===== src/design/tsi_params.svh =====
// timing, address and reset constants of the sensor serial slave
`ifndef TSI_PARAMS_SVH
`define TSI_PARAMS_SVH

// clock and timing figures in their own units
`define TSI_CLK_HZ      40000000
`define TSI_CLK_NS      25
`define TSI_TMO_MS      30
`define TSI_FILT_NRM_NS 100
`define TSI_FILT_HS_NS  25

// widths
`define TSI_TMO_W       24
`define TSI_FCNT_W      4

// bus values
`define TSI_BITS        4'h8
`define TSI_PTR_RST     8'h00
`define TSI_GC_ADDR     7'h00
`define TSI_HS_CODE     5'h01
`define TSI_ADDR_BASE   7'h40
`define TSI_ADDR_SCLGRP 7'h04
`define TSI_ADDR_VSSGRP 7'h08
`define TSI_STRAP_SCL   2'h3
`define TSI_PIN_IDLE    1'b1
`define TSI_NBYTE_HI    2'h1
`define TSI_NBYTE_LO    2'h2

`endif


===== src/design/tsi_pkg.sv =====
// types shared by the sensor serial slave modules
`include "tsi_params.svh"

package tsi_pkg;

  typedef enum logic [2:0] {
    ST_IDLE,
    ST_ADDR,
    ST_ACK,
    ST_RX,
    ST_TX,
    ST_MACK
  } tsi_state_e;

  typedef struct packed {
    logic       valid;
    logic       lo;
    logic [7:0] data;
  } tsi_wr_s;

  typedef struct packed {
    logic [2:0]             sync;
    logic [`TSI_FCNT_W-1:0] cnt;
    logic                   out;
  } tsi_filt_s;

  typedef struct packed {
    tsi_state_e            st;
    logic                  scl_q;
    logic                  sda_q;
    logic [3:0]            bit_cnt;
    logic [7:0]            shreg;
    logic                  rw;
    logic                  gc;
    logic                  first;
    logic [1:0]            nbyte;
    logic                  tx_lo;
    logic                  hs;
    logic [7:0]            ptr;
    logic                  sda_oe;
    logic                  sda_o;
    logic [`TSI_TMO_W-1:0] tmo_cnt;
    logic                  tmo;
    logic [6:0]            addr;
    logic                  strap_done;
    logic                  busy;
    tsi_wr_s               wr;
  } tsi_core_s;

endpackage


===== src/design/tsi_in_filt.sv =====
// pin synchroniser and glitch filter with selectable depth
`timescale 1ns/1ps
`default_nettype none
`include "tsi_params.svh"

module tsi_in_filt (
  // clock and reset
  input  wire logic                   ref_clk,
  input  wire logic                   rst,
  // pin and depth
  input  wire logic                   pin_in,
  input  wire logic [`TSI_FCNT_W-1:0] depth,
  // filtered level
  output logic                        pin_flt
);

  tsi_pkg::tsi_filt_s q_ff;
  tsi_pkg::tsi_filt_s nxt_q;

  always_comb begin
    nxt_q      = q_ff;
    nxt_q.sync = {q_ff.sync[1:0], pin_in};
    // only stages two and three are looked at, stage one may be metastable
    if ((q_ff.sync[1] == q_ff.sync[2]) && (q_ff.sync[2] != q_ff.out)) begin
      if ((q_ff.cnt + `TSI_FCNT_W'(1)) >= depth) begin
        nxt_q.out = q_ff.sync[2];
        nxt_q.cnt = '0;
      end else begin
        nxt_q.cnt = q_ff.cnt + `TSI_FCNT_W'(1);
      end
    end else begin
      nxt_q.cnt = '0;
    end
  end

  always_ff @(posedge ref_clk or posedge rst) begin
    if (rst) begin
      q_ff <= '{sync: {3{`TSI_PIN_IDLE}}, cnt: '0, out: `TSI_PIN_IDLE};
    end else begin
      q_ff <= nxt_q;
    end
  end

  assign pin_flt = q_ff.out;

endmodule
`default_nettype wire


===== src/design/tsi_slave.sv =====
// two-wire slave bus logic of the temperature sensor
//
// Operation
// - normal speed filtering unless the high-speed code is the first byte
// - high-speed code is not acknowledged and selects the faster input filter
// - high-speed mode survives transfers and repeated starts until a stop or a timeout
// - a stop returns the input filters to the slow setting
// - general call address with write direction is acknowledged
// - general call: second byte acknowledged and dropped, later bytes not acked
// - zero address with read direction (start byte) is acknowledged
// - after a start byte the pointed register is sent upper byte first
// - pointer resets to the temperature register
// - scl low for the timeout resets the interface and releases sda
// - after a timeout all activity is ignored until a new start
// - start is sda falling while scl is high
// - stop is sda rising while scl is high
// - transfers open with start; stop or repeated start ends them
// - no limit on the number of data bytes, except after a general call
// - start or stop after the upper read byte abandons the lower and frees sda
// - acknowledge drives sda low across the ninth clock high phase
// - a master not-acknowledge ends the read and releases sda
// - idle bus: neither line is driven
// - slave only, scl is never driven
// - words go as two bytes, upper first, msb first
// - reads use the pointer from the latest write, pointer persists
// - 7-bit address from two strap pins plus direction bit
`timescale 1ns/1ps
`default_nettype none
`include "tsi_params.svh"

module tsi_slave #(
  parameter int TMO_CYC  = `TSI_TMO_MS * (`TSI_CLK_HZ / 1000),
  parameter int FILT_NRM = (`TSI_FILT_NRM_NS / `TSI_CLK_NS < 1) ? 1 :
                           (`TSI_FILT_NRM_NS / `TSI_CLK_NS),
  parameter int FILT_HS  = (`TSI_FILT_HS_NS / `TSI_CLK_NS < 1) ? 1 :
                           (`TSI_FILT_HS_NS / `TSI_CLK_NS)
) (
  // clock and reset
  input  wire logic        ref_clk,
  input  wire logic        rst,
  // bus pins (scl is input only)
  input  wire logic        scl_in,
  input  wire logic        sda_in,
  output logic             sda_out,
  output logic             sda_oe,
  // address straps, coded 0 low, 1 high, 2 tied to sda, 3 tied to scl
  input  wire logic [1:0]  addr_strap_low,
  input  wire logic [1:0]  addr_strap_high,
  // register side
  input  wire logic [15:0] rd_data,
  output logic [7:0]       reg_ptr,
  output tsi_pkg::tsi_wr_s wr,
  // status
  output logic             hs_mode,
  output logic             tmo_pulse,
  output logic             bus_busy
);

  localparam logic [`TSI_TMO_W-1:0] TMO_LAST = `TSI_TMO_W'(TMO_CYC - 1);
  localparam logic [`TSI_TMO_W-1:0] TMO_SAT  = `TSI_TMO_W'(TMO_CYC);

  tsi_pkg::tsi_core_s q_ff;
  tsi_pkg::tsi_core_s nxt_q;

  logic                   scl_f;
  logic                   sda_f;
  logic [`TSI_FCNT_W-1:0] depth;
  logic                   scl_rise;
  logic                   scl_fall;
  logic                   start_c;
  logic                   stop_c;

  // the filter follows the registered mode, so a switch takes one cycle
  assign depth = q_ff.hs ? `TSI_FCNT_W'(FILT_HS) : `TSI_FCNT_W'(FILT_NRM);

  tsi_in_filt u_scl_filt (
    .ref_clk (ref_clk),
    .rst     (rst),
    .pin_in  (scl_in),
    .depth   (depth),
    .pin_flt (scl_f)
  );

  tsi_in_filt u_sda_filt (
    .ref_clk (ref_clk),
    .rst     (rst),
    .pin_in  (sda_in),
    .depth   (depth),
    .pin_flt (sda_f)
  );

  // both pins pass identical filters, so their order at the pins survives
  assign scl_rise = scl_f & ~q_ff.scl_q;
  assign scl_fall = ~scl_f & q_ff.scl_q;
  assign start_c  = scl_f & q_ff.scl_q & q_ff.sda_q & ~sda_f;
  assign stop_c   = scl_f & q_ff.scl_q & ~q_ff.sda_q & sda_f;

  always_comb begin
    nxt_q          = q_ff;
    nxt_q.wr.valid = 1'b0;
    nxt_q.tmo      = 1'b0;
    nxt_q.scl_q    = scl_f;
    nxt_q.sda_q    = sda_f;

    // straps are caught once, the cycle after reset release
    // a strap that moves later goes unseen until the next reset
    if (!q_ff.strap_done) begin
      nxt_q.addr       = `TSI_ADDR_BASE
                       | ((addr_strap_high == `TSI_STRAP_SCL) ? `TSI_ADDR_SCLGRP
                                                              : `TSI_ADDR_VSSGRP)
                       | {5'h00, addr_strap_low};
      nxt_q.strap_done = 1'b1;
    end

    // saturating low-phase counter fires exactly once per stuck low
    if (scl_f) begin
      nxt_q.tmo_cnt = '0;
    end else if (q_ff.tmo_cnt != TMO_SAT) begin
      nxt_q.tmo_cnt = q_ff.tmo_cnt + `TSI_TMO_W'(1);
    end

    // the timeout outranks a start or stop seen in the same cycle
    if (!scl_f && (q_ff.tmo_cnt == TMO_LAST)) begin
      nxt_q.st     = tsi_pkg::ST_IDLE;
      nxt_q.sda_oe = 1'b0;
      nxt_q.hs     = 1'b0;
      nxt_q.tmo    = 1'b1;
    end else if (start_c) begin
      // repeated start keeps high-speed mode
      nxt_q.st      = tsi_pkg::ST_ADDR;
      nxt_q.bit_cnt = '0;
      nxt_q.first   = 1'b1;
      nxt_q.sda_oe  = 1'b0;
    end else if (stop_c) begin
      nxt_q.st     = tsi_pkg::ST_IDLE;
      nxt_q.sda_oe = 1'b0;
      nxt_q.hs     = 1'b0;
    end else begin
      case (q_ff.st)
        tsi_pkg::ST_IDLE: begin
          nxt_q.sda_oe = 1'b0;
        end

        tsi_pkg::ST_ADDR,
        tsi_pkg::ST_RX: begin
          if (scl_rise && (q_ff.bit_cnt < `TSI_BITS)) begin
            nxt_q.shreg   = {q_ff.shreg[6:0], sda_f};
            nxt_q.bit_cnt = q_ff.bit_cnt + 4'h1;
          end else if (scl_fall && (q_ff.bit_cnt == `TSI_BITS)) begin
            nxt_q.bit_cnt = '0;
            nxt_q.first   = 1'b0;
            if (q_ff.st == tsi_pkg::ST_ADDR) begin
              if (q_ff.first && (q_ff.shreg[7:3] == `TSI_HS_CODE)) begin
                // no acknowledge, wait for the repeated start and address
                nxt_q.hs = 1'b1;
                nxt_q.st = tsi_pkg::ST_IDLE;
              end else if (q_ff.shreg[7:1] == q_ff.addr) begin
                nxt_q.gc     = 1'b0;
                nxt_q.rw     = q_ff.shreg[0];
                nxt_q.nbyte  = '0;
                nxt_q.tx_lo  = 1'b0;
                nxt_q.st     = tsi_pkg::ST_ACK;
                nxt_q.sda_oe = 1'b1;
              end else if (q_ff.shreg[7:1] == `TSI_GC_ADDR) begin
                nxt_q.gc     = ~q_ff.shreg[0];
                nxt_q.rw     = q_ff.shreg[0];
                nxt_q.nbyte  = '0;
                nxt_q.tx_lo  = 1'b0;
                nxt_q.st     = tsi_pkg::ST_ACK;
                nxt_q.sda_oe = 1'b1;
              end else begin
                // not ours: keep off the bus until the next start or stop
                nxt_q.st = tsi_pkg::ST_IDLE;
              end
            end else if (q_ff.gc) begin
              // the first general call data byte is acked, later ones not; none reaches the pointer
              if (q_ff.nbyte == 2'h0) begin
                nxt_q.nbyte  = `TSI_NBYTE_HI;
                nxt_q.st     = tsi_pkg::ST_ACK;
                nxt_q.sda_oe = 1'b1;
              end else begin
                nxt_q.st = tsi_pkg::ST_IDLE;
              end
            end else begin
              if (q_ff.nbyte == 2'h0) begin
                nxt_q.ptr = q_ff.shreg;
              end else begin
                nxt_q.wr.valid = 1'b1;
                nxt_q.wr.lo    = (q_ff.nbyte == `TSI_NBYTE_LO);
                nxt_q.wr.data  = q_ff.shreg;
              end
              // byte index wraps over word pairs, no count limit
              nxt_q.nbyte  = (q_ff.nbyte == `TSI_NBYTE_LO) ? `TSI_NBYTE_HI
                                                           : q_ff.nbyte + 2'h1;
              nxt_q.st     = tsi_pkg::ST_ACK;
              nxt_q.sda_oe = 1'b1;
            end
          end
        end

        tsi_pkg::ST_ACK: begin
          // low held from the eighth fall to the ninth fall
          if (scl_fall) begin
            nxt_q.bit_cnt = 4'h1;
            if (q_ff.rw) begin
              // rd_data is taken at this edge; the register side holds it then
              nxt_q.shreg  = {rd_data[14:8], 1'b0};
              nxt_q.sda_oe = ~rd_data[15];
              nxt_q.st     = tsi_pkg::ST_TX;
            end else begin
              // write: free the ack and collect the next byte
              nxt_q.bit_cnt = '0;
              nxt_q.sda_oe  = 1'b0;
              nxt_q.st      = tsi_pkg::ST_RX;
            end
          end
        end

        tsi_pkg::ST_TX: begin
          // data moves one cycle after the filtered fall, inside scl low
          if (scl_fall) begin
            if (q_ff.bit_cnt < `TSI_BITS) begin
              nxt_q.sda_oe  = ~q_ff.shreg[7];
              nxt_q.shreg   = {q_ff.shreg[6:0], 1'b0};
              nxt_q.bit_cnt = q_ff.bit_cnt + 4'h1;
            end else begin
              nxt_q.sda_oe = 1'b0;
              nxt_q.st     = tsi_pkg::ST_MACK;
            end
          end
        end

        tsi_pkg::ST_MACK: begin
          if (scl_rise && sda_f) begin
            nxt_q.st = tsi_pkg::ST_IDLE;
          end else if (scl_fall) begin
            // upper and lower bytes alternate for as long as the master acks
            nxt_q.tx_lo   = ~q_ff.tx_lo;
            nxt_q.bit_cnt = 4'h1;
            nxt_q.st      = tsi_pkg::ST_TX;
            if (q_ff.tx_lo) begin
              nxt_q.shreg  = {rd_data[14:8], 1'b0};
              nxt_q.sda_oe = ~rd_data[15];
            end else begin
              nxt_q.shreg  = {rd_data[6:0], 1'b0};
              nxt_q.sda_oe = ~rd_data[7];
            end
          end
        end

        default: begin
          nxt_q.st     = tsi_pkg::ST_IDLE;
          nxt_q.sda_oe = 1'b0;
        end
      endcase
    end

    // registered so the status pin comes straight from a flop
    nxt_q.busy = (nxt_q.st != tsi_pkg::ST_IDLE);
  end

  always_ff @(posedge ref_clk or posedge rst) begin
    if (rst) begin
      q_ff <= '{
        st:         tsi_pkg::ST_IDLE,
        scl_q:      `TSI_PIN_IDLE,
        sda_q:      `TSI_PIN_IDLE,
        bit_cnt:    4'h0,
        shreg:      8'h00,
        rw:         1'b0,
        gc:         1'b0,
        first:      1'b0,
        nbyte:      2'h0,
        tx_lo:      1'b0,
        hs:         1'b0,
        ptr:        `TSI_PTR_RST,
        sda_oe:     1'b0,
        sda_o:      1'b0,
        tmo_cnt:    '0,
        tmo:        1'b0,
        addr:       7'h00,
        strap_done: 1'b0,
        busy:       1'b0,
        wr:         '{valid: 1'b0, lo: 1'b0, data: 8'h00}
      };
    end else begin
      q_ff <= nxt_q;
    end
  end

  // open drain: the driven level is always low, scl has no driver at all
  assign sda_out   = q_ff.sda_o;
  assign sda_oe    = q_ff.sda_oe;
  assign reg_ptr   = q_ff.ptr;
  assign wr        = q_ff.wr;
  assign hs_mode   = q_ff.hs;
  assign tmo_pulse = q_ff.tmo;
  assign bus_busy  = q_ff.busy;

endmodule
`default_nettype wire


===== config.mk =====
export PLATFORM = sky130hd
export DESIGN_NAME = tsi_slave
export DESIGN_NICKNAME = d
export VERILOG_FILES = /design/src/design/tsi_pkg.sv /design/src/design/tsi_in_filt.sv /design/src/design/tsi_slave.sv
export VERILOG_INCLUDE_DIRS = /design/src /design/src/design
export SDC_FILE = /design/constraint.sdc
export NUM_CORES = 1
export LEC_CHECK = 0
export ABC_AREA = 1
export BUFFER_PORTS_ARGS = -buffer_cell sky130_fd_sc_hd__buf_2
export CAP_MARGIN = 40
export CORE_ASPECT_RATIO = 1.4
export CORE_UTILIZATION = 40
export DETAILED_ROUTE_END_ITERATION = 8
export GPL_TIMING_DRIVEN = 0
export HOLD_SLACK_MARGIN = 0.05
export SYNTH_ARGS = -nofsm -noshare
export SYNTH_HDL_FRONTEND = slang
export SYNTH_SLANG_ARGS = --single-unit

===== constraint.sdc =====
create_clock -name ref_clk -period 2.5 [get_ports ref_clk]
set_clock_uncertainty 0.1 [all_clocks]
set_input_delay 0.25 -clock ref_clk [delete_from_list [all_inputs] [get_ports ref_clk]]
set_output_delay 0.25 -clock ref_clk [all_outputs]
set_load 0.005 [all_outputs]

==> out/metrics.csv <==
stage,metric,value,unit
status,outcome,"complete, no violations",
run,max-cap violations,0,
drt,first-iteration detailed-routing DRC count,187,
clock_network,cts hold-fix bufs,5,
critical_path,WS Path Type,reg2reg,
placement,Area after DPL,0.00554,mm²
clock_network,H-tree levels,3,
critical_path,crit start category,flip-flop,
global_routing,global-route wire length before repair,20300,µm
sta,Final setup viols,0,
clock_network,clk_lat worst skew,0.35,ns
cells_and_area,ANT cells,0,
floorplanning,I/O pin count,47,
cells_and_area,Final Util,47.7,%
sta,period utilization,89.9,%
clock_network,Post-CTS Setup Bufs,0,
clock_network,Inserted Clock Buffers,9,
drt,DRC errors left,0,
sta,Peak Freq,0.445,GHz
logic_synthesis,largest family of logic cells by synthesized area,simple AND/OR/NAND/NOR gates,
logic_synthesis,Compound-Gate Fraction of Synth Area,9.05,%
floorplanning,Die ar.,0.0131,mm²
floorplanning,site row count,48,
sta,Fin Setup TNS,0,ns
clock_network,Post-CTS Resized,0,
drt,drt wl/cell,13.7,µm
global_routing,All-Layer GR Usage,19.4,%
global_routing,initial antenna violation count,0,
sta,count of final hold-check violations,0,
logic_synthesis,unique cell type count in the Yosys netlist,37,
drt,vias,4384,
logic_synthesis,top post-synthesis cells by count,"180 x nand2_1, 81 x dfrtp_1, 74 x nor2_1, 68 x inv_1, 36 x nand3_1",
logic_synthesis,mapped cell area,0.00507,mm²
sta,post-route minimum period,2.25,ns
logic_synthesis,post-synthesis simple-gate area fraction,31.3,%
logic_synthesis,Synthesis Warnings,0,
floorplanning,Die X,97.2,µm
placement,placed insts,859,
logic_synthesis,"Primary FF master, synth",dfrtp_1,
clock_network,TritonCTS clock tree,done,
placement,Setup WS pre-CTS,0.237,ns
logic_synthesis,Synth Area in Adders,2.47,%
critical_path,CP Data Arrival Time,2.38,ns
logic_synthesis,#FFs+latches synth,91,
logic_synthesis,post-synthesis area per instance,7.69,µm²
drt,routed wire length,12000,µm
logic_synthesis,Synth Area in XOR/XNOR,2.42,%
placement,post-DP HPWL,9290,µm
power_and_ir_drop,power density over cell area,707,mW/mm²
critical_path,crit-path max cell delay,0.44,ns
cells_and_area,fin cells,880,
critical_path,CP Max Fanout,7,
floorplanning,die boundary height,135,µm
logic_synthesis,asr flop ratio synth,100,%
power_and_ir_drop,LEAKAGE,3.00,nW
sta,Max transition margin,47.9,%
logic_synthesis,Post-Synthesis Cells,660,
cells_and_area,Area Growth Syn to Fin,16.3,%
critical_path,Worst EP required,2.63,ns
sta,final hold slack,0.104,ns
drt,post-route ant nets,0,
global_routing,GRT Residual Overflow,0,
critical_path,Worst Setup End Kind,flip-flop,
clock_network,Worst-path clk slew,0.07,ns
cells_and_area,nets@finish,759,
sta,Final WS setup,0.254,ns
drt,DRT Pass-1 Iters,4,
floorplanning,Core ar.,0.0124,mm²
logic_synthesis,"Seq/Total Area, Yosys",45.1,%
logic_synthesis,number of synthesized flops with an enable pin,0,
placement,gpl congestion,0.878,
logic_synthesis,top-area cell type share of the netlist area,40.0,%
placement,IO Port Bufs,45,
clock_network,Clock Tree Buf Depth,2,
logic_synthesis,ranking of synthesized cells by area,"dfrtp_1 40%, nand2_1 13%, nor2_1 5.5%",
power_and_ir_drop,total power,4.17,mW
sta,Slew Limit Fails,0,
cells_and_area,Fillers,1226,
sta,RSZ-0062 raised after global routing,false,
sta,Worst Max-Slew Pin Slew,0.776,ns
clock_network,clk sinks,91,
global_routing,largest net degree at the start of global routing,40,
logic_synthesis,mux contribution to synthesized area,0,%
cells_and_area,Finished Cell Area,0.00590,mm²
drt,routed vias/inst,4.98,
cells_and_area,fraction of layout instances using a drive strength above 1,19.0,%
global_routing,number of global-route vias before repair,4381,
power_and_ir_drop,VDD IR-drop max,406,µV
clock_network,Clock Tree Root,clkbuf_16,
hold_path,Hold Path Class,in2reg,
critical_path,"Slowest-stage cell, CP",dfrtp_1,
logic_synthesis,most common cell in the synthesized netlist,nand2_1,
critical_path,worst-path cell chain,"ha_1, nand3_1, inv_2, nand2_2, nor2_1, nand2_2, nand2_2, nor2_1, nand2_1, nand2_1, nand2_1",
floorplanning,Initial Util,41.0,%
logic_synthesis,dominant cell type by area after synthesis,dfrtp_1,
[where the power goes]
group	internal, mW	switching, mW
combinational	0.321	0.677
sequential	1.62	0.137
clock	0.794	0.624
[routing by layer]
metal,vias up,part of all wire (%),GRT usage (%)
li1,2235,-,-
met3,29,2.9,2.73
met1,2032,40,20.9
met2,88,53,36.8
met4,0,3.5,9.70
met5,-,0,0
[final cells by class]
cell class / count / area, µm² / area share [%]
Inverter: 78 / 297 / 5.03
Sequential cell: 91 / 2290 / 38.8
Clock inverter: 7 / 85.1 / 1.44
Multi-Input combinational cell: 467 / 2310 / 39.2
Clock buffer: 9 / 225 / 3.82
Buffer: 26 / 189 / 3.20
Tap cell: 150 / 188 / 3.18
Timing Repair Buffer: 52 / 315 / 5.35
[path summary, 6_finish.rpt]
check                                        start            endpoint  slack [ns]  cells past startpoint
worst max-delay path                      q_ff[20]            q_ff[70]        0.25                     11
worst min-delay path            addr_strap_high[1]            q_ff[14]        0.10                      3
worst max register to register            q_ff[20]            q_ff[70]        0.25                     11
max in group asynchronous                      rst  u_sda_filt.pin_flt        1.29                      4
min in group asynchronous                      rst            q_ff[15]        0.37                      3
worst min register to register  u_sda_filt.pin_flt            q_ff[73]        0.26                      0
[flip-flops by register name, summed over array words and instances (netlist names), 2 cells and up]
name	flops
u_sda_filt.nxt_q	2
u_scl_filt.nxt_q	2
u_sda_filt.q_ff	5
reg_ptr	8
wr	10
q_ff	53
u_scl_filt.q_ff	5
[cells in the final DEF, fill, tap and decap left out, types with 9 or more instances in the layout]
cell type and instances:
nand2_1 180, dfrtp_1 81, nor2_1 74, inv_1 67, buf_2 46, nand3_1 36
a21oi_1 28, buf_4 22, o21ai_0 20, o21ai_1 19, nor3_1 18, nand4_1 16
inv_2 10, xor2_1 10, ha_1 10, dfstp_2 10, clkbuf_16 9
[cells by family after synthesis]
logic type	count (synthesis)
compound gates	83
xor+xnor	14
fa+ha+maj	10
buf+inv	104
flops	91
other cells	2
simple gates	356
[worst max-delay path, delay by kind of cell, from the launching register on]
| kind | cells | cell delay [ns] |
|---|---|---|
| AND/OR/NAND/NOR | 9 | 1.23 |
| flip-flops | 1 | 0.44 |
| adder cells (fa/ha/maj) | 1 | 0.26 |
| buffers and inverters | 1 | 0.09 |
(Power assumes the default switching activity.)
